===== src/design/holding_regs_defs.vh =====
// Offsets, field positions, limits and reset values of the generic holding registers.
`ifndef HOLDING_REGS_DEFS_VH
`define HOLDING_REGS_DEFS_VH

`define OFS_FAILURE_COUNTER_CLEAR   16'h600a
`define OFS_POLL_IDENTIFIER         16'h60a0
`define OFS_LOOP_CURRENT_ENABLE     16'h60a2
`define OFS_PREAMBLE_COUNT          16'h60a4
`define OFS_TIME_SYNC_POLICY        16'h60ae
`define OFS_STATS_CYCLE_BASE        16'h60d0
`define OFS_LOG_RUN_CONTROL         16'h60d2
`define OFS_LOG_PERIOD_SECONDS      16'h60d4
`define OFS_PRECISION_OUTPUT_SELECT 16'h60d6
`define OFS_ROLLING_RESTART_TRIGGER 16'h60e6

`define RST_FAILURE_COUNTER_CLEAR   32'h00000000
`define RST_POLL_IDENTIFIER         32'h00000000
`define RST_LOOP_CURRENT_ENABLE     32'h00000000
`define RST_PREAMBLE_COUNT          32'h00000005
`define RST_TIME_SYNC_POLICY        32'h00000000
`define RST_STATS_CYCLE_BASE        32'h00000001
`define RST_LOG_RUN_CONTROL         1'b0
`define RST_LOG_PERIOD_SECONDS      32'h00000001
`define RST_PRECISION_OUTPUT_SELECT 32'h00000000
`define RST_ROLLING_RESTART_TRIGGER 32'h0000dead

`define CLEAR_START_VALUE           32'h00000001
`define POLL_ID_MAX                 32'h0000000f
`define PREAMBLE_MIN                32'h00000005
`define PREAMBLE_MAX                32'h0000000f
`define SYNC_NONE                   32'h00000000
`define SYNC_TRUSTED                32'h00000001
`define SYNC_ALL                    32'h00000002
`define LOG_PERIOD_MIN              32'h00000001
`define LOG_PERIOD_MAX              32'h00000258
`define PREC_FILTER_BIT             0
`define PREC_SOURCE_LSB             1
`define PREC_SOURCE_MSB             7
`define PREC_SOURCE_MAX             7'h0b
`define RESTART_MAGIC               32'h0000dead
`define RESTART_ARM_VALUE           32'h00000000

`define NV_CLEAR_FIRST              24'h13fe00
`define NV_CLEAR_LAST               24'h13ff00

`endif


===== src/design/generic_holding_config_regs.v =====
// Generic configuration holding registers of the flow transmitter.
`timescale 1ns/100ps
module generic_holding_config_regs (
   input  wire        mclk,
   input  wire        rst_b,
   input  wire        porRst_b,
   input  wire        ce,
   input  wire        regWr,
   input  wire        regRd,
   input  wire [15:0] regAddr,
   input  wire [31:0] regWdata,
   output reg  [31:0] regRdata,
   output reg         regAck,
   output reg         regErr,
   output reg  [3:0]  pollId,
   output reg         loopEnable,
   output reg         loopFixed4mA,
   output reg  [3:0]  preambleCount,
   output reg  [1:0]  timeSyncPolicy,
   output reg  [31:0] statsCycleBase,
   output wire        logRun,
   output reg  [9:0]  logPeriod,
   output reg         phaseFilterEn,
   output reg  [6:0]  precisionSource,
   output reg         restartReq,
   output wire [23:0] nvClearAddr,
   output wire        nvClearWe,
   output wire        nvClearBusy
);
`include "holding_regs_defs.vh"

   reg  [31:0] failClear_reg;
   reg  [31:0] pollId_reg;
   reg  [31:0] loopEnable_reg;
   reg  [31:0] preamble_reg;
   reg  [31:0] timeSync_reg;
   reg  [31:0] statsBase_reg;
   reg  [31:0] logPeriod_reg;
   reg  [31:0] precision_reg;
   reg  [31:0] restart_reg;
   reg         restartArmed_reg;
   reg         clearStart_reg;
   reg         logSet_reg;
   reg         logValue_reg;
   reg  [31:0] readValue;
   reg         mapped;
   reg         inRange;

   // Range check shared by the write path; unknown offsets are never in range.
   function valueOk;
      input [15:0] addr;
      input [31:0] val;
      begin
         case (addr)
            `OFS_FAILURE_COUNTER_CLEAR:   valueOk = (val <= `CLEAR_START_VALUE);
            `OFS_POLL_IDENTIFIER:         valueOk = (val <= `POLL_ID_MAX);
            `OFS_LOOP_CURRENT_ENABLE:     valueOk = (val <= 32'h00000001);
            `OFS_PREAMBLE_COUNT:          valueOk = (val >= `PREAMBLE_MIN) &&
                                                    (val <= `PREAMBLE_MAX);
            `OFS_TIME_SYNC_POLICY:        valueOk = (val <= `SYNC_ALL);
            `OFS_STATS_CYCLE_BASE:        valueOk = (val != 32'h00000000);
            `OFS_LOG_RUN_CONTROL:         valueOk = (val <= 32'h00000001);
            `OFS_LOG_PERIOD_SECONDS:      valueOk = (val >= `LOG_PERIOD_MIN) &&
                                                    (val <= `LOG_PERIOD_MAX);
            `OFS_PRECISION_OUTPUT_SELECT: valueOk = (val[31:8] == 24'h000000) &&
               (val[`PREC_SOURCE_MSB:`PREC_SOURCE_LSB] <= `PREC_SOURCE_MAX);
            `OFS_ROLLING_RESTART_TRIGGER: valueOk = 1'b1;
            default:                      valueOk = 1'b0;
         endcase
      end
   endfunction

   always @* begin
      mapped    = 1'b1;
      readValue = 32'h00000000;
      case (regAddr)
         `OFS_FAILURE_COUNTER_CLEAR:   readValue = failClear_reg;
         `OFS_POLL_IDENTIFIER:         readValue = pollId_reg;
         `OFS_LOOP_CURRENT_ENABLE:     readValue = loopEnable_reg;
         `OFS_PREAMBLE_COUNT:          readValue = preamble_reg;
         `OFS_TIME_SYNC_POLICY:        readValue = timeSync_reg;
         `OFS_STATS_CYCLE_BASE:        readValue = statsBase_reg;
         `OFS_LOG_RUN_CONTROL:         readValue = {31'h00000000, logRun};
         `OFS_LOG_PERIOD_SECONDS:      readValue = logPeriod_reg;
         `OFS_PRECISION_OUTPUT_SELECT: readValue = precision_reg;
         `OFS_ROLLING_RESTART_TRIGGER: readValue = restart_reg;
         default:                      mapped    = 1'b0;
      endcase
      inRange = valueOk(regAddr, regWdata);
   end

   // Register writes. A refused write touches nothing and only raises regErr.
   always @(posedge mclk or negedge rst_b) begin
      if (!rst_b) begin
         failClear_reg    <= `RST_FAILURE_COUNTER_CLEAR;
         pollId_reg       <= `RST_POLL_IDENTIFIER;
         loopEnable_reg   <= `RST_LOOP_CURRENT_ENABLE;
         preamble_reg     <= `RST_PREAMBLE_COUNT;
         timeSync_reg     <= `RST_TIME_SYNC_POLICY;
         statsBase_reg    <= `RST_STATS_CYCLE_BASE;
         logPeriod_reg    <= `RST_LOG_PERIOD_SECONDS;
         precision_reg    <= `RST_PRECISION_OUTPUT_SELECT;
         restart_reg      <= `RST_ROLLING_RESTART_TRIGGER;
         restartArmed_reg <= 1'b0;
         restartReq       <= 1'b0;
         clearStart_reg   <= 1'b0;
         logSet_reg       <= 1'b0;
         logValue_reg     <= 1'b0;
      end else if (ce) begin
         restartReq     <= 1'b0;
         clearStart_reg <= 1'b0;
         logSet_reg     <= 1'b0;
         if (regWr && inRange) begin
            case (regAddr)
               `OFS_FAILURE_COUNTER_CLEAR: begin
                  failClear_reg  <= regWdata;
                  clearStart_reg <= (regWdata == `CLEAR_START_VALUE);
               end
               `OFS_POLL_IDENTIFIER:         pollId_reg     <= regWdata;
               `OFS_LOOP_CURRENT_ENABLE:     loopEnable_reg <= regWdata;
               `OFS_PREAMBLE_COUNT:          preamble_reg   <= regWdata;
               `OFS_TIME_SYNC_POLICY:        timeSync_reg   <= regWdata;
               `OFS_STATS_CYCLE_BASE:        statsBase_reg  <= regWdata;
               `OFS_LOG_RUN_CONTROL: begin
                  logSet_reg   <= 1'b1;
                  logValue_reg <= regWdata[0];
               end
               `OFS_LOG_PERIOD_SECONDS:      logPeriod_reg  <= regWdata;
               `OFS_PRECISION_OUTPUT_SELECT: precision_reg  <= regWdata;
               `OFS_ROLLING_RESTART_TRIGGER: begin
                  restart_reg <= regWdata;
                  // Any other value arms; writing the magic value while armed fires.
                  if (regWdata != `RESTART_MAGIC) begin
                     restartArmed_reg <= 1'b1;
                  end else if (restartArmed_reg) begin
                     restartArmed_reg <= 1'b0;
                     restartReq       <= 1'b1;
                  end
               end
               default: begin
               end
            endcase
         end
      end
   end

   // Bus answer: one cycle after the strobe, data registered, error on refusal.
   always @(posedge mclk or negedge rst_b) begin
      if (!rst_b) begin
         regRdata <= 32'h00000000;
         regAck   <= 1'b0;
         regErr   <= 1'b0;
      end else if (ce) begin
         regAck   <= regWr | regRd;
         regErr   <= (regRd && !mapped) || (regWr && !inRange);
         if (regRd && mapped) begin
            regRdata <= readValue;
         end else begin
            regRdata <= 32'h00000000;
         end
      end
   end

   // Function outputs, registered from the stored values.
   always @(posedge mclk or negedge rst_b) begin
      if (!rst_b) begin
         pollId          <= 4'h0;
         loopEnable      <= 1'b0;
         loopFixed4mA    <= 1'b1;
         preambleCount   <= 4'h5;
         timeSyncPolicy  <= 2'h0;
         statsCycleBase  <= `RST_STATS_CYCLE_BASE;
         logPeriod       <= 10'h001;
         phaseFilterEn   <= 1'b0;
         precisionSource <= 7'h00;
      end else if (ce) begin
         pollId          <= pollId_reg[3:0];
         // The poll identifier is deliberately left out of the loop decision.
         loopEnable      <= loopEnable_reg[0];
         loopFixed4mA    <= ~loopEnable_reg[0];
         preambleCount   <= preamble_reg[3:0];
         timeSyncPolicy  <= timeSync_reg[1:0];
         statsCycleBase  <= statsBase_reg;
         logPeriod       <= logPeriod_reg[9:0];
         phaseFilterEn   <= precision_reg[`PREC_FILTER_BIT];
         precisionSource <= precision_reg[`PREC_SOURCE_MSB:`PREC_SOURCE_LSB];
      end
   end

   retained_log_state u_logState (
      .mclk       (mclk),
      .porRst_b   (porRst_b),
      .ce         (ce),
      .setStrobe  (logSet_reg),
      .setValue   (logValue_reg),
      .logRun_reg (logRun)
   );

   nv_counter_clear #(
      .FIRST_ADDR (`NV_CLEAR_FIRST),
      .LAST_ADDR  (`NV_CLEAR_LAST)
   ) u_clear (
      .mclk       (mclk),
      .rst_b      (rst_b),
      .ce         (ce),
      .start      (clearStart_reg),
      .nvAddr_reg (nvClearAddr),
      .nvWe_reg   (nvClearWe),
      .busy_reg   (nvClearBusy)
   );
endmodule // generic_holding_config_regs


===== src/design/retained_log_state.v =====
// Logging run state held on the power-on reset only, so system resets leave it intact.
`timescale 1ns/100ps
module retained_log_state (
   input  wire mclk,
   input  wire porRst_b,
   input  wire ce,
   input  wire setStrobe,
   input  wire setValue,
   output reg  logRun_reg
);
`include "holding_regs_defs.vh"

   // The system reset is deliberately not wired here; only power-on clears the state.
   always @(posedge mclk or negedge porRst_b) begin
      if (!porRst_b) begin
         logRun_reg <= `RST_LOG_RUN_CONTROL;
      end else if (ce && setStrobe) begin
         logRun_reg <= setValue;
      end
   end
endmodule // retained_log_state


===== src/design/nv_counter_clear.v =====
// Sequencer that zeroes every word of the failure-counter area in non-volatile memory.
`timescale 1ns/100ps
`include "holding_regs_defs.vh"
module nv_counter_clear #(
   parameter [23:0] FIRST_ADDR = `NV_CLEAR_FIRST,
   parameter [23:0] LAST_ADDR  = `NV_CLEAR_LAST
) (
   input  wire        mclk,
   input  wire        rst_b,
   input  wire        ce,
   input  wire        start,
   output reg  [23:0] nvAddr_reg,
   output reg         nvWe_reg,
   output reg         busy_reg
);

   // A start while busy restarts nothing; the walk already covers the whole area.
   always @(posedge mclk or negedge rst_b) begin
      if (!rst_b) begin
         nvAddr_reg <= 24'h000000;
         nvWe_reg   <= 1'b0;
         busy_reg   <= 1'b0;
      end else if (ce) begin
         if (!busy_reg) begin
            if (start) begin
               nvAddr_reg <= FIRST_ADDR;
               nvWe_reg   <= 1'b1;
               busy_reg   <= 1'b1;
            end else begin
               nvWe_reg   <= 1'b0;
            end
         end else if (nvAddr_reg == LAST_ADDR) begin
            nvWe_reg <= 1'b0;
            busy_reg <= 1'b0;
         end else begin
            nvAddr_reg <= nvAddr_reg + 24'h000001;
         end
      end
   end
endmodule // nv_counter_clear


===== config.mk =====
export PLATFORM = sky130hd
export DESIGN_NAME = generic_holding_config_regs
export DESIGN_NICKNAME = d
export VERILOG_FILES = /design/src/design/generic_holding_config_regs.v /design/src/design/retained_log_state.v /design/src/design/nv_counter_clear.v
export VERILOG_INCLUDE_DIRS = /design/src /design/src/design
export SDC_FILE = /design/constraint.sdc
export NUM_CORES = 1
export LEC_CHECK = 0
export BUFFER_PORTS_ARGS = -buffer_cell sky130_fd_sc_hd__buf_2
export CELL_PAD_IN_SITES_DETAIL_PLACEMENT = 0
export CELL_PAD_IN_SITES_GLOBAL_PLACEMENT = 1
export CORE_MARGIN = 10
export CORE_UTILIZATION = 35
export CTS_CLUSTER_DIAMETER = 40
export DETAILED_ROUTE_END_ITERATION = 12
export GPL_TIMING_DRIVEN = 0
export PLACE_DENSITY_LB_ADDON = 0.1
export SLEW_MARGIN = 20
export SYNTH_ARGS = -nofsm -noshare
export SYNTH_HDL_FRONTEND = slang
export SYNTH_SLANG_ARGS = --single-unit

===== constraint.sdc =====
create_clock -name mclk -period 2.5 [get_ports mclk]
set_input_delay 0.5 -clock mclk [delete_from_list [all_inputs] [get_ports mclk]]
set_output_delay 0.5 -clock mclk [all_outputs]
set_load 0.1 [all_outputs]

# Word-level counts from Yosys, hierarchy flattened
# Cells that the tools add are included.
# totals
regBits	416
input_bits	54
output_inout_bits	124
word_cells	104
# op_classes
add_sub_neg	1
n_lt_le_gt_ge	7
eq_ne	15
n_mux	21
n_bitwise	2
reduce_logical	28
# ops
op	count
case mux 32 bit (10 select lines)	1
== test 16 x 15 -> 1 bit (second input constant)	10
2-to-1 mux 24 bit	3
AND reduction 3 bit	11
== test 32 x 1 -> 1 bit (second input constant)	1
greater-or-equal comparator 32 x 1 -> 1 bit (second input constant)	1
greater-or-equal comparator 32 x 3 -> 1 bit (second input constant)	1
<= comparator 32 x 1 -> 1 bit (second input constant)	1
<= comparator 32 x 10 -> 1 bit (second input constant)	1
<= comparator 32 x 2 -> 1 bit (second input constant)	1
<= comparator 32 x 4 -> 1 bit (second input constant)	1
2-to-1 mux 32 bit	1
inequality test 32 x 16 -> 1 bit (second input constant)	1
nonzero test 32 bit	1
adder 24 x 1 -> 24 bit (second input constant)	1
== test 24 x 21 -> 1 bit (second input constant)	1
logical NOT 24 bit	1
2-to-1 mux 1 bit	15
OR reduction 10 bit	1
logical AND 1 bit	8
case mux 1 bit (8 select lines)	1
<= comparator 7 x 4 -> 1 bit (second input constant)	1
inequality test 2 bit (second input constant)	2
OR reduction 3 bit	1
6 further kinds	7

# Longest topological paths before layout
# Gate-level depths: netlist of the first run.
# depth
word_depth	6
depth_mapped	9
mapped_depth_nobuf	8

# Modules after synthesis
# Synthesis of the first run repeated with hierarchy kept, for this count alone.
# hier_totals
hier_cells	1342
area_unflattened_um2	17575.6
# by_module_without_submodules
module	instances	cells_per_inst	area_each_um2
generic_holding_config_regs	1	1162	15936.5
nv_counter_clear	1	177	1595.3
retained_log_state	1	3	43.8

# Worst setup path after synthesis of the first run
# OpenSTA, ideal clock, no wires.
# synth_path
path_kind	input -> register
startpoint	input regWdata[11]
endpoint	register precision_reg[2]
setup_time_ps	128
arrival_time_ps	3176
required_ps	2372
setup_slack_ps	-803
cell_stages	7
cell_sequence	or4_1 -> or4_1 -> or4b_1 -> o211a_2 -> o31ai_2 -> buf_2 -> mux2_1
# synth_between
elab_chain_len	5
# synth_rtl
item	line_no	rtl
from (decl)	generic_holding_config_regs.v:11	input wire [31:0] regWdata,
greater-or-equal comparator 32 x 1 -> 1 bit (no line), or another cell as far along	-	
logical AND 1 bit (on tied branches)	generic_holding_config_regs.v:63, generic_holding_config_regs.v:58, generic_holding_config_regs.v:65	
case mux 1 bit (8 select lines) (*)	generic_holding_config_regs.v:54	case (addr)
logical AND 1 bit (*)	generic_holding_config_regs.v:113	if (regWr && inRange) begin
AND reduction 3 bit (no line) (*)	-	
to (signal assigned)	generic_holding_config_regs.v:102	precision_reg <= `RST_PRECISION_OUTPUT_SELECT;
to (signal assigned)	generic_holding_config_regs.v:129	`OFS_PRECISION_OUTPUT_SELECT: precision_reg <= regWdata;
to (decl)	generic_holding_config_regs.v:39	reg [31:0] precision_reg;
# Mark *: on every way between the ends. The rest lies on a longest branch, timed or not.
# A chain may end at the register's enable or synchronous reset.

# Worst setup path in the final report of the first run
# layout_path
startpoint	input regWdata[10]
endpoint	register pollId_reg[0]
# layout_between
elab_chain_len	5
# layout_rtl
item	line_no	rtl
greater-or-equal comparator 32 x 1 -> 1 bit (no line), or another cell as far along	-	
logical AND 1 bit (on tied branches)	generic_holding_config_regs.v:63, generic_holding_config_regs.v:58, generic_holding_config_regs.v:65	
case mux 1 bit (8 select lines) (*)	generic_holding_config_regs.v:54	
logical AND 1 bit (*)	generic_holding_config_regs.v:113	
AND reduction 3 bit (no line) (*)	-	
to (signal assigned)	generic_holding_config_regs.v:96	pollId_reg <= `RST_POLL_IDENTIFIER;
to (signal assigned)	generic_holding_config_regs.v:119	`OFS_POLL_IDENTIFIER: pollId_reg <= regWdata;
to (decl)	generic_holding_config_regs.v:33	reg [31:0] pollId_reg;
# Marks and branches as above.

==> flow_summary.json, run 1 <==
{
  "routed_via_density": 5.15,
  "maxCapViolCount": 0,
  "clock_skew_ns": 0.0203,
  "wl_met1_um": 26300,
  "grt_max_degree": 93,
  "critical_path.endpoint_type": "register",
  "async_reset_ff_share_pct": 100,
  "cts.htree.levels": 3,
  "final_cell_mix": "dfrtp_1 (380), buf_2 (171), nand2_1 (117), and2_4 (97), clkbuf_16 (90)",
  "finalSetupViolCount": 225,
  "grtUsageTotal_pct": 19.4,
  "period_share_pct": 116,
  "diodes": 0,
  "wl_met2_um": 28000,
  "synth-seq-area-share_pct": 60.3,
  "cts_root_buf": "clkbuf_16",
  "syn-cell-area_mm2": 0.0173,
  "synth_cells": 1457,
  "cts_tree": "built",
  "vias": 12900,
  "yosysUniqueCellTypes": 58,
  "synth_edf_count": 0,
  "ir_drop_v": 0.000394,
  "initial_core_util_pct": 35.4,
  "regToRegSetupSlack_ns": 0.16,
  "grt_pass1_vias": 13500,
  "finalHoldViolCount": 0,
  "avgSynthCellArea_um2": 11.9,
  "place_congestion": 0.845,
  "cts_buffers": 71,
  "rsz0062_at_grt": "yes",
  "crit_path_start_kind": "input pin",
  "core_mm2": 0.0490,
  "violations": "setup timing",
  "cp_slowest_cell": "or4b_4",
  "final_layout_size_suffix_gt1_share_pct": 41.0,
  "wl_met3_um": 2870,
  "rows": 81,
  "slew_viol_final": 0,
  "hp-class": "in2reg",
  "dieArea_mm2": 0.0587,
  "drt_wl_total_um": 58200,
  "clk_path_buf_depth": 3,
  "dp.final_hpwl_um": 39300,
  "clkSinkCount": 416,
  "dr.pass1.iters": 4,
  "nNetsFinal": 1838,
  "startpoint": "regWdata[10]",
  "place_area_mm2": 0.0195,
  "synth_flop_cell": "dfrtp_1",
  "syn_to_final_growth_pct": 38.9,
  "path_buf_inv": 3,
  "portBuffers": 174,
  "die_h_um": 242,
  "drt_iter0_drc": 830,
  "mostFrequentLayoutCell": "dfrtp_1",
  "ios": 178,
  "grt_antenna_before_repair": 0,
  "setup_tns_ns": -63.17,
  "fillerInstances": 4396,
  "cp_max_fo": 7,
  "p_leak_nw": 11.3,
  "drc": 0,
  "dr.max_layer_used": "met4",
  "antenna_left": 0,
  "fmax_ghz": 0.345,
  "status": "complete, but fails checks",
  "path_cells": "buf_12 > or4_4 > or4_4 > or4b_4 > o211a_4 > o31ai_4 > buf_6 > buf_6 > mux2_4",
  "largest_register_ffs": 42,
  "max_stage_delay_ns": 0.59,
  "clock_latency_ns": 0.59,
  "power_density_mw_per_mm2": 721,
  "timing.slew.headroom_pct": 41.6,
  "syn_nets": 1513,
  "fp.dieW_um": 242,
  "final_area_mm2": 0.0240,
  "grt_pass1_wl_um": 87700,
  "critical-path-top-delay-family": "simple AND/OR/NAND/NOR gates",
  "path_class": "in2reg",
  "clk_pin_slew_ns": 0.05,
  "worst_slew_pin_slew_ns": 0.876,
  "arrival_ns": 3.36,
  "grt-ovfl-total": 0,
  "min_from": "regWdata[28]",
  "worst_ep_required_time_ns": 2.97,
  "synth_seq_cells": 416,
  "r2r-start": "u_clear.nvAddr_reg[22]",
  "yosys_warnings": 0,
  "fin_crit_ns": 2.89,
  "wire_per_inst_um": 23.2,
  "layout_setup_ws_ns": -0.395
}
[power breakdown]
group	internal, mW	switching (mW)	leakage (nW)
combinational	0.132	0.392	4.69
sequential	6.75	0.00314	5.38
clock	6.51	3.54	1.19
total	13.4	3.93	11.3
[worst paths after layout]
kind | end | depth (start not counted)
max reg2reg | u_clear.nvAddr_reg[9] | 7
min reg2reg | restart_reg[10] | 2
max | pollId_reg[0] | 9
min in group asynchronous | u_logState.logRun_reg | 2
min | restart_reg[28] | 3
max in group asynchronous | loopFixed4mA | 5
[timing repair]
item	in CTS	in global routing
hold endpoints to repair	69	0
setup endpoints to repair	336	388
buffers inserted	44	22
resized for setup	202	167
gates cloned	10	7
hold buffers	2	0
pin swaps	19	25
[cells in the mapped netlist (4+ instances only)]
| cell type | number | share of area (%) |
|---|---|---|
| dfrtp_1 | 396 | 57 |
| and2_1 | 183 | 6.6 |
| nand2_1 | 118 | 2.6 |
| clkbuf_1 | 86 | 1.9 |
| mux2_2 | 83 | 5.4 |
| o2bb2ai_1 | 64 | 3.2 |
| a22oi_1 | 62 | 2.7 |
| nand4_1 | 45 | 1.6 |
| o21ai_0 | 45 | 1.3 |
| and3_1 | 41 | 1.5 |
| inv_1 | 39 | 0.85 |
| a221oi_1 | 32 | 1.6 |
| mux2i_1 | 32 | 1.9 |
| nor2_1 | 27 | 0.59 |
| nor2b_1 | 22 | 0.80 |
| dfstp_2 | 20 | 3.0 |
| nand3_1 | 18 | 0.52 |
| xor2_1 | 18 | 0.91 |
| nor4_1 | 14 | 0.51 |
| or4_1 | 11 | 0.48 |
| buf_1 | 9 | 0.20 |
| nor3_1 | 9 | 0.26 |
| a21oi_1 | 7 | 0.20 |
| mux2_1 | 7 | 0.46 |
| or3_1 | 6 | 0.22 |
| nand4b_1 | 4 | 0.20 |
| or4b_2 | 4 | 0.23 |
[cell families (layout without fill, tap and decap cells)]
kind of cell | after synthesis | after routing | synth area share [%]
XOR/XNOR | 18 | 18 | 0.911
buffers and inverters | 138 | 521 | 3.04
flip-flops | 416 | 416 | 60.3
AO/OA/AOI/OAI | 241 | 241 | 10.9
multiplexers | 122 | 122 | 7.71
AND/OR/NAND/NOR | 520 | 520 | 17.0
adder cells (fa/ha/maj) | 2 | 2 | 0.145
[worst register-to-register path, stage by stage, from the launching register on]
cell,delay (ns)
dfrtp_4,0.49
or4b_2,0.73
nor4_4,0.24
a41oi_4,0.19
buf_4,0.18
nand3_1,0.16
or3_1,0.14
nand3_1,0.07
[through the flow]
| stage | hold slack [ns] | instances | total power, mW | setup slack [ns] | util [%] |
|---|---|---|---|---|---|
| floorplan | 0.204 | 1457 | 7.03 | -0.672 | - |
| global placement | 0.276 | 2295 | 7.35 | -9.20 | 39.5 |
| detailed placement | 0.279 | 2299 | 7.37 | -1.71 | 39.8 |
| CTS | 0.136 | 2484 | 17.5 | -0.374 | 47.7 |
| global route | 0.146 | 2504 | 17.9 | -0.409 | 49.1 |
| finish | 0.153 | 2504 | 17.3 | -0.395 | 49.1 |
[metal layers]
metal / vias to the layer above / GRT usage, %
li1: 5897 / -
met1: 6629 / 25.8
met2: 302 / 31.2
met3: 71 / 4.19
met4: 0 / 5.53
met5: - / 0
[area by class of cell]
type / count / area, um2 / share of cell area, %
sequential: 416 / 10500 / 43.5
inverter: 39 / 146 / 0.609
timing repair buffer: 259 / 2040 / 8.50
clock buffer: 87 / 1970 / 8.20
clock inverter: 44 / 515 / 2.14
buffer: 92 / 816 / 3.39
multi-input combinational: 903 / 7250 / 30.2
tap: 664 / 831 / 3.46
Power figures use the tool's default switching activity.
==> run 2: changes to the inputs <==
--- a/config.mk
+++ b/config.mk
@@ -10,7 +10,7 @@
 export CELL_PAD_IN_SITES_DETAIL_PLACEMENT = 0
 export CELL_PAD_IN_SITES_GLOBAL_PLACEMENT = 1
 export CORE_MARGIN = 10
-export CORE_UTILIZATION = 35
+export CORE_UTILIZATION = 47
 export CTS_CLUSTER_DIAMETER = 40
 export DETAILED_ROUTE_END_ITERATION = 12
 export GPL_TIMING_DRIVEN = 0
==> constraint.sdc (replaced) <==
create_clock -name mclk -period 2.9 [get_ports mclk]
set_input_delay 0.58 -clock mclk [delete_from_list [all_inputs] [get_ports mclk]]
set_output_delay 0.58 -clock mclk [all_outputs]
set_load 0.1 [all_outputs]
==> flow_summary.json, run 2 (synthesized netlist as in run 1, its figures left out) <==
{
  "status": "complete, but fails checks",
  "violations": "setup timing",
  "path_cells": "buf_8 > or4_4 > or4_4 > or2_4 > o41a_1 > a311oi_4 > buf_4 > buf_8 > mux2_4",
  "reg2reg_depth": 7,
  "fin_crit_ns": 2.96,
  "p_leak_nw": 10.3,
  "path_class": "in2reg",
  "final_util_pct": 59.2,
  "fillerInstances": 3125,
  "dieArea_mm2": 0.0449,
  "drc": 0,
  "die_h_um": 212,
  "cts_root_buf": "clkbuf_16",
  "mostFrequentLayoutCell": "dfrtp_1",
  "grt_max_degree": 101,
  "arrival_ns": 3.43,
  "clkSinkCount": 416,
  "clock_skew_ns": 0.0177,
  "grt-ovfl-total": 0,
  "finalSetupViolCount": 7,
  "worst_ep_required_time_ns": 3.37,
  "clk_path_buf_depth": 3,
  "maxCapViolCount": 0,
  "antenna_left": 0,
  "ios": 178,
  "drt_wl_total_um": 50100,
  "dp.final_hpwl_um": 35400,
  "worst_slew_pin_slew_ns": 1.01,
  "grtUsageTotal_pct": 22.3,
  "place_congestion": 0.893,
  "hold_ws_ns": 0.181,
  "max_stage_delay_ns": 0.55,
  "fp.dieW_um": 212,
  "ir_drop_v": 0.000419,
  "portBuffers": 174,
  "cp_slowest_cell": "or4_4",
  "grt_pass1_vias": 12800,
  "fmax_ghz": 0.338,
  "timing.slew.headroom_pct": 32.5,
  "dr.pass1.iters": 6,
  "layout_setup_ws_ns": -0.0557,
  "critical_path.endpoint_type": "register",
  "syn_to_final_growth_pct": 24.6,
  "vias": 12600,
  "power_density_mw_per_mm2": 616,
  "drt_iter0_drc": 769,
  "final_cell_mix": "dfrtp_1 (396), and2_1 (183), buf_2 (169), nand2_1 (118), mux2_2 (70)",
  "routed_via_density": 5.63,
  "cts.htree.levels": 2,
  "core_mm2": 0.0364,
  "largest_register_ffs": 42,
  "power_mw": 13.3,
  "grt_pass1_wl_um": 77300,
  "initial_core_util_pct": 47.5,
  "final_layout_size_suffix_gt1_share_pct": 27.8,
  "cp_max_fo": 5,
  "rows": 70,
  "wire_per_inst_um": 22.4,
  "finalHoldViolCount": 0,
  "crit_path_start_kind": "input pin",
  "regToRegSetupSlack_ns": 0.24,
  "slew_viol_final": 0,
  "cts_tree": "built",
  "nNetsFinal": 1780,
  "period_share_pct": 102,
  "grt_antenna_before_repair": 0,
  "clk_pin_slew_ns": 0.06,
  "setup_tns_ns": -0.291,
  "diodes": 0,
  "rsz0062_at_grt": "yes",
  "clock_latency_ns": 0.61,
  "min_path_cells": 3,
  "cts_buffers": 58,
  "hp-class": "in2reg"
}
-- run 2: cell types whose count changed in the layout (fill, tap and decap cells not counted), sizes merged --
cell | previous run | this run
clkinvlp | 10 | 7
clkbuf | 164 | 152
buf | 272 | 225
bufinv | 8 | 4
-- run 2: cell type report --
| type | instances | area [um2] | share of cell area, % |
|---|---|---|---|
| repair buffers | 208 | 1300 | 6.05 |
| flip-flops and latches | 416 | 10400 | 48.4 |
| plain buffers | 98 | 494 | 2.29 |
| multi-input cells | 903 | 6630 | 30.7 |
| clock buffers | 73 | 1590 | 7.37 |
| clock inverters | 37 | 374 | 1.74 |
| inverters | 39 | 146 | 0.679 |
| well taps | 468 | 586 | 2.72 |
-- run 2: report_power, final --
group	switching, mW	internal, mW
Clock	2.75	4.29
Combinational	0.317	0.109
Sequential	0.00286	5.81
-- run 2: final timing paths --
| check | endpoint | startpoint |
|---|---|---|
| min in group asynchronous | u_logState.logRun_reg | porRst_b |
| max in group asynchronous | loopEnable_reg[23] | rst_b |
| min reg2reg | restart_reg[9] | restart_reg[9] |
| max reg2reg | u_clear.nvAddr_reg[10] | u_clear.nvAddr_reg[22] |
| min | restart_reg[12] | regWdata[12] |
| max | logPeriod_reg[4] | regWdata[11] |
-- run 2: layer usage --
metal  GRT usage [%]  up-vias  share of wire (%)
met5               0        -                  0
met4            7.12        0                2.5
met3            4.64       89                6.4
met2            34.9      366                 47
met1            30.6     6393                 45
li1                -     5767                  -
-- run 2: critical path, delay by kind of cell --
kind	cells	cell delay, ns
AO/OA/AOI/OAI	2	0.77
AND/OR/NAND/NOR	3	1.34
buffers and inverters	3	0.42
multiplexers	1	0.30
-- run 2: through the flow --
step           std cells  setup WS (ns)  cell area [um2]
2_1_floorplan       1457         -0.352            17500
3_3_place_gp        2099          -7.05            18900
3_5_place_dp        2103          -1.24            19000
4_1_cts             2232        -0.0399            21400
5_1_grt             2242        -0.0670            21600
6_report            2242        -0.0557            21600
-- run 2: repair_timing --
action                     in CTS  in global routing
hold endpoints to repair       47                  0
setup buffers                  16                 12
gates resized for setup        50                 58
pin swaps                       7                  7
setup endpoints to repair     290                177
cloned                          1                  0
hold buffers                    2                  0
==> run 3: changes to the inputs <==
--- a/config.mk
+++ b/config.mk
@@ -15,6 +15,7 @@
 export DETAILED_ROUTE_END_ITERATION = 12
 export GPL_TIMING_DRIVEN = 0
 export PLACE_DENSITY_LB_ADDON = 0.1
+export SKIP_CTS_REPAIR_TIMING = 1
 export SLEW_MARGIN = 20
 export SYNTH_ARGS = -nofsm -noshare
 export SYNTH_HDL_FRONTEND = slang
==> flow_summary.json, run 3 (synthesized netlist as in run 1, its figures left out) <==
{
  "core_mm2": 0.0364,
  "rows": 70,
  "mostFrequentLayoutCell": "dfrtp_1",
  "finalHoldViolCount": 0,
  "cts_root_buf": "clkbuf_16",
  "clkSinkCount": 416,
  "drt_wl_total_um": 50200,
  "crit_path_start_kind": "input pin",
  "routed_via_density": 5.61,
  "clk_path_buf_depth": 3,
  "r2r-start": "u_clear.nvAddr_reg[22]",
  "fin_crit_ns": 3.03,
  "rsz0062_at_grt": "yes",
  "final_cell_mix": "dfrtp_1 (396), and2_1 (182), buf_2 (173), nand2_1 (118), mux2_2 (72)",
  "diodes": 0,
  "grt_antenna_before_repair": 0,
  "final_area_mm2": 0.0215,
  "fmax_ghz": 0.330,
  "startpoint": "regWdata[14]",
  "critical_path.endpoint_type": "register",
  "p_leak_nw": 10.3,
  "portBuffers": 174,
  "vias": 12600,
  "drt_iter0_drc": 831,
  "finalSetupViolCount": 58,
  "grt-ovfl-total": 0,
  "grt_max_degree": 101,
  "timing.slew.headroom_pct": 31.6,
  "dr.pass1.iters": 6,
  "fp.dieW_um": 212,
  "cp_max_fo": 7,
  "grt_pass1_vias": 12600,
  "place_congestion": 0.893,
  "drc": 0,
  "die_h_um": 212,
  "layout_setup_ws_ns": -0.129,
  "maxCapViolCount": 0,
  "cts_tree": "built",
  "largest_register_ffs": 42,
  "wire_per_inst_um": 22.4,
  "setup_tns_ns": -2.52,
  "grtUsageTotal_pct": 22.1,
  "dp.final_hpwl_um": 35400,
  "pwr-share-clk_pct": 53.0,
  "min_from": "regWdata[12]",
  "place_area_mm2": 0.0190,
  "power.share.switching_pct": 23.1,
  "path_class": "in2reg",
  "worst_ep_required_time_ns": 3.38,
  "power.net_switching_mw": 3.07,
  "arrival_ns": 3.50,
  "ir_drop_v": 0.000424,
  "worst_slew_pin_slew_ns": 1.03,
  "violations": "setup timing",
  "initial_core_util_pct": 47.5,
  "clk_pin_slew_ns": 0.06,
  "status": "complete, but fails checks",
  "pwr-share-seq_pct": 43.8,
  "internal_power_mw": 10.2,
  "grt_pass1_wl_um": 76300,
  "syn_to_final_growth_pct": 24.4,
  "dieArea_mm2": 0.0449,
  "ios": 178,
  "period_share_pct": 104,
  "power_density_mw_per_mm2": 617,
  "clock_skew_ns": 0.0213,
  "cts.htree.levels": 2,
  "cts_buffers": 58,
  "antenna_left": 0,
  "comb_power_share_pct": 3.2,
  "nNetsFinal": 1781,
  "clock_latency_ns": 0.61,
  "slew_viol_final": 0,
  "final_layout_size_suffix_gt1_share_pct": 27.8,
  "hp-class": "in2reg"
}
==> run 3: through the flow <==
step / hold slack (ns) / setup slack [ns] / utilization (%) / instances / total power [mW]
after floorplan: 0.284 / -0.352 / - / 1457 / 6.06
after global placement: 0.355 / -7.05 / 51.9 / 2099 / 6.31
after detailed placement: 0.360 / -1.24 / 52.3 / 2103 / 6.33
after CTS: -0.285 / -0.627 / 57.7 / 2213 / 13.4
after global routing: 0.167 / -0.128 / 59.1 / 2243 / 13.7
final: 0.177 / -0.129 / 59.1 / 2243 / 13.3
==> run 3: layout make-up <==
cell class | instances | area [um2]
fillers | 3123 | 14900
flip-flops and latches | 416 | 10400
multi-input cells | 903 | 6600
clock buffers | 73 | 1590
repair buffers | 210 | 1310
well taps | 468 | 586
plain buffers | 97 | 494
clock inverters | 37 | 374
inverters | 39 | 146
==> run 3: path summary, 6_finish.rpt <==
path / slack (ns) / depth (start not counted) / to
min reg2reg: 0.45 / 2 / restart_reg[9]
max in group asynchronous: 1.17 / 4 / statsBase_reg[23]
max reg2reg: 0.24 / 7 / u_clear.nvAddr_reg[10]
max: -0.13 / 8 / precision_reg[2]
min: 0.18 / 3 / restart_reg[12]
min in group asynchronous: 0.28 / 2 / u_logState.logRun_reg
==> run 3: layer usage <==
metal | share of wire, % | global-route usage [%] | up-vias
met1 | 45 | 30.2 | 6396
met3 | 5.7 | 4.66 | 88
li1 | - | - | 5757
met5 | 0 | 0 | -
met2 | 47 | 34.6 | 336
met4 | 2.4 | 6.67 | 0
==> run 3: power groups by stage <==
stage	logic (mW)	clock network, mW	registers [mW]
after floorplan	0.114	0	5.94
after global placement	0.390	0	5.92
after detailed placement	0.414	0	5.92
after CTS	0.415	7.16	5.82
after global routing	0.463	7.44	5.81
final	0.423	7.04	5.82
==> run 3: worst max-delay path, stage by stage <==
cell	delay, ns
buf_8	0.10
or4_4	0.52
or4_4	0.60
or4b_4	0.53
o211a_4	0.22
o31ai_4	0.44
buf_6	0.20
mux2_4	0.30
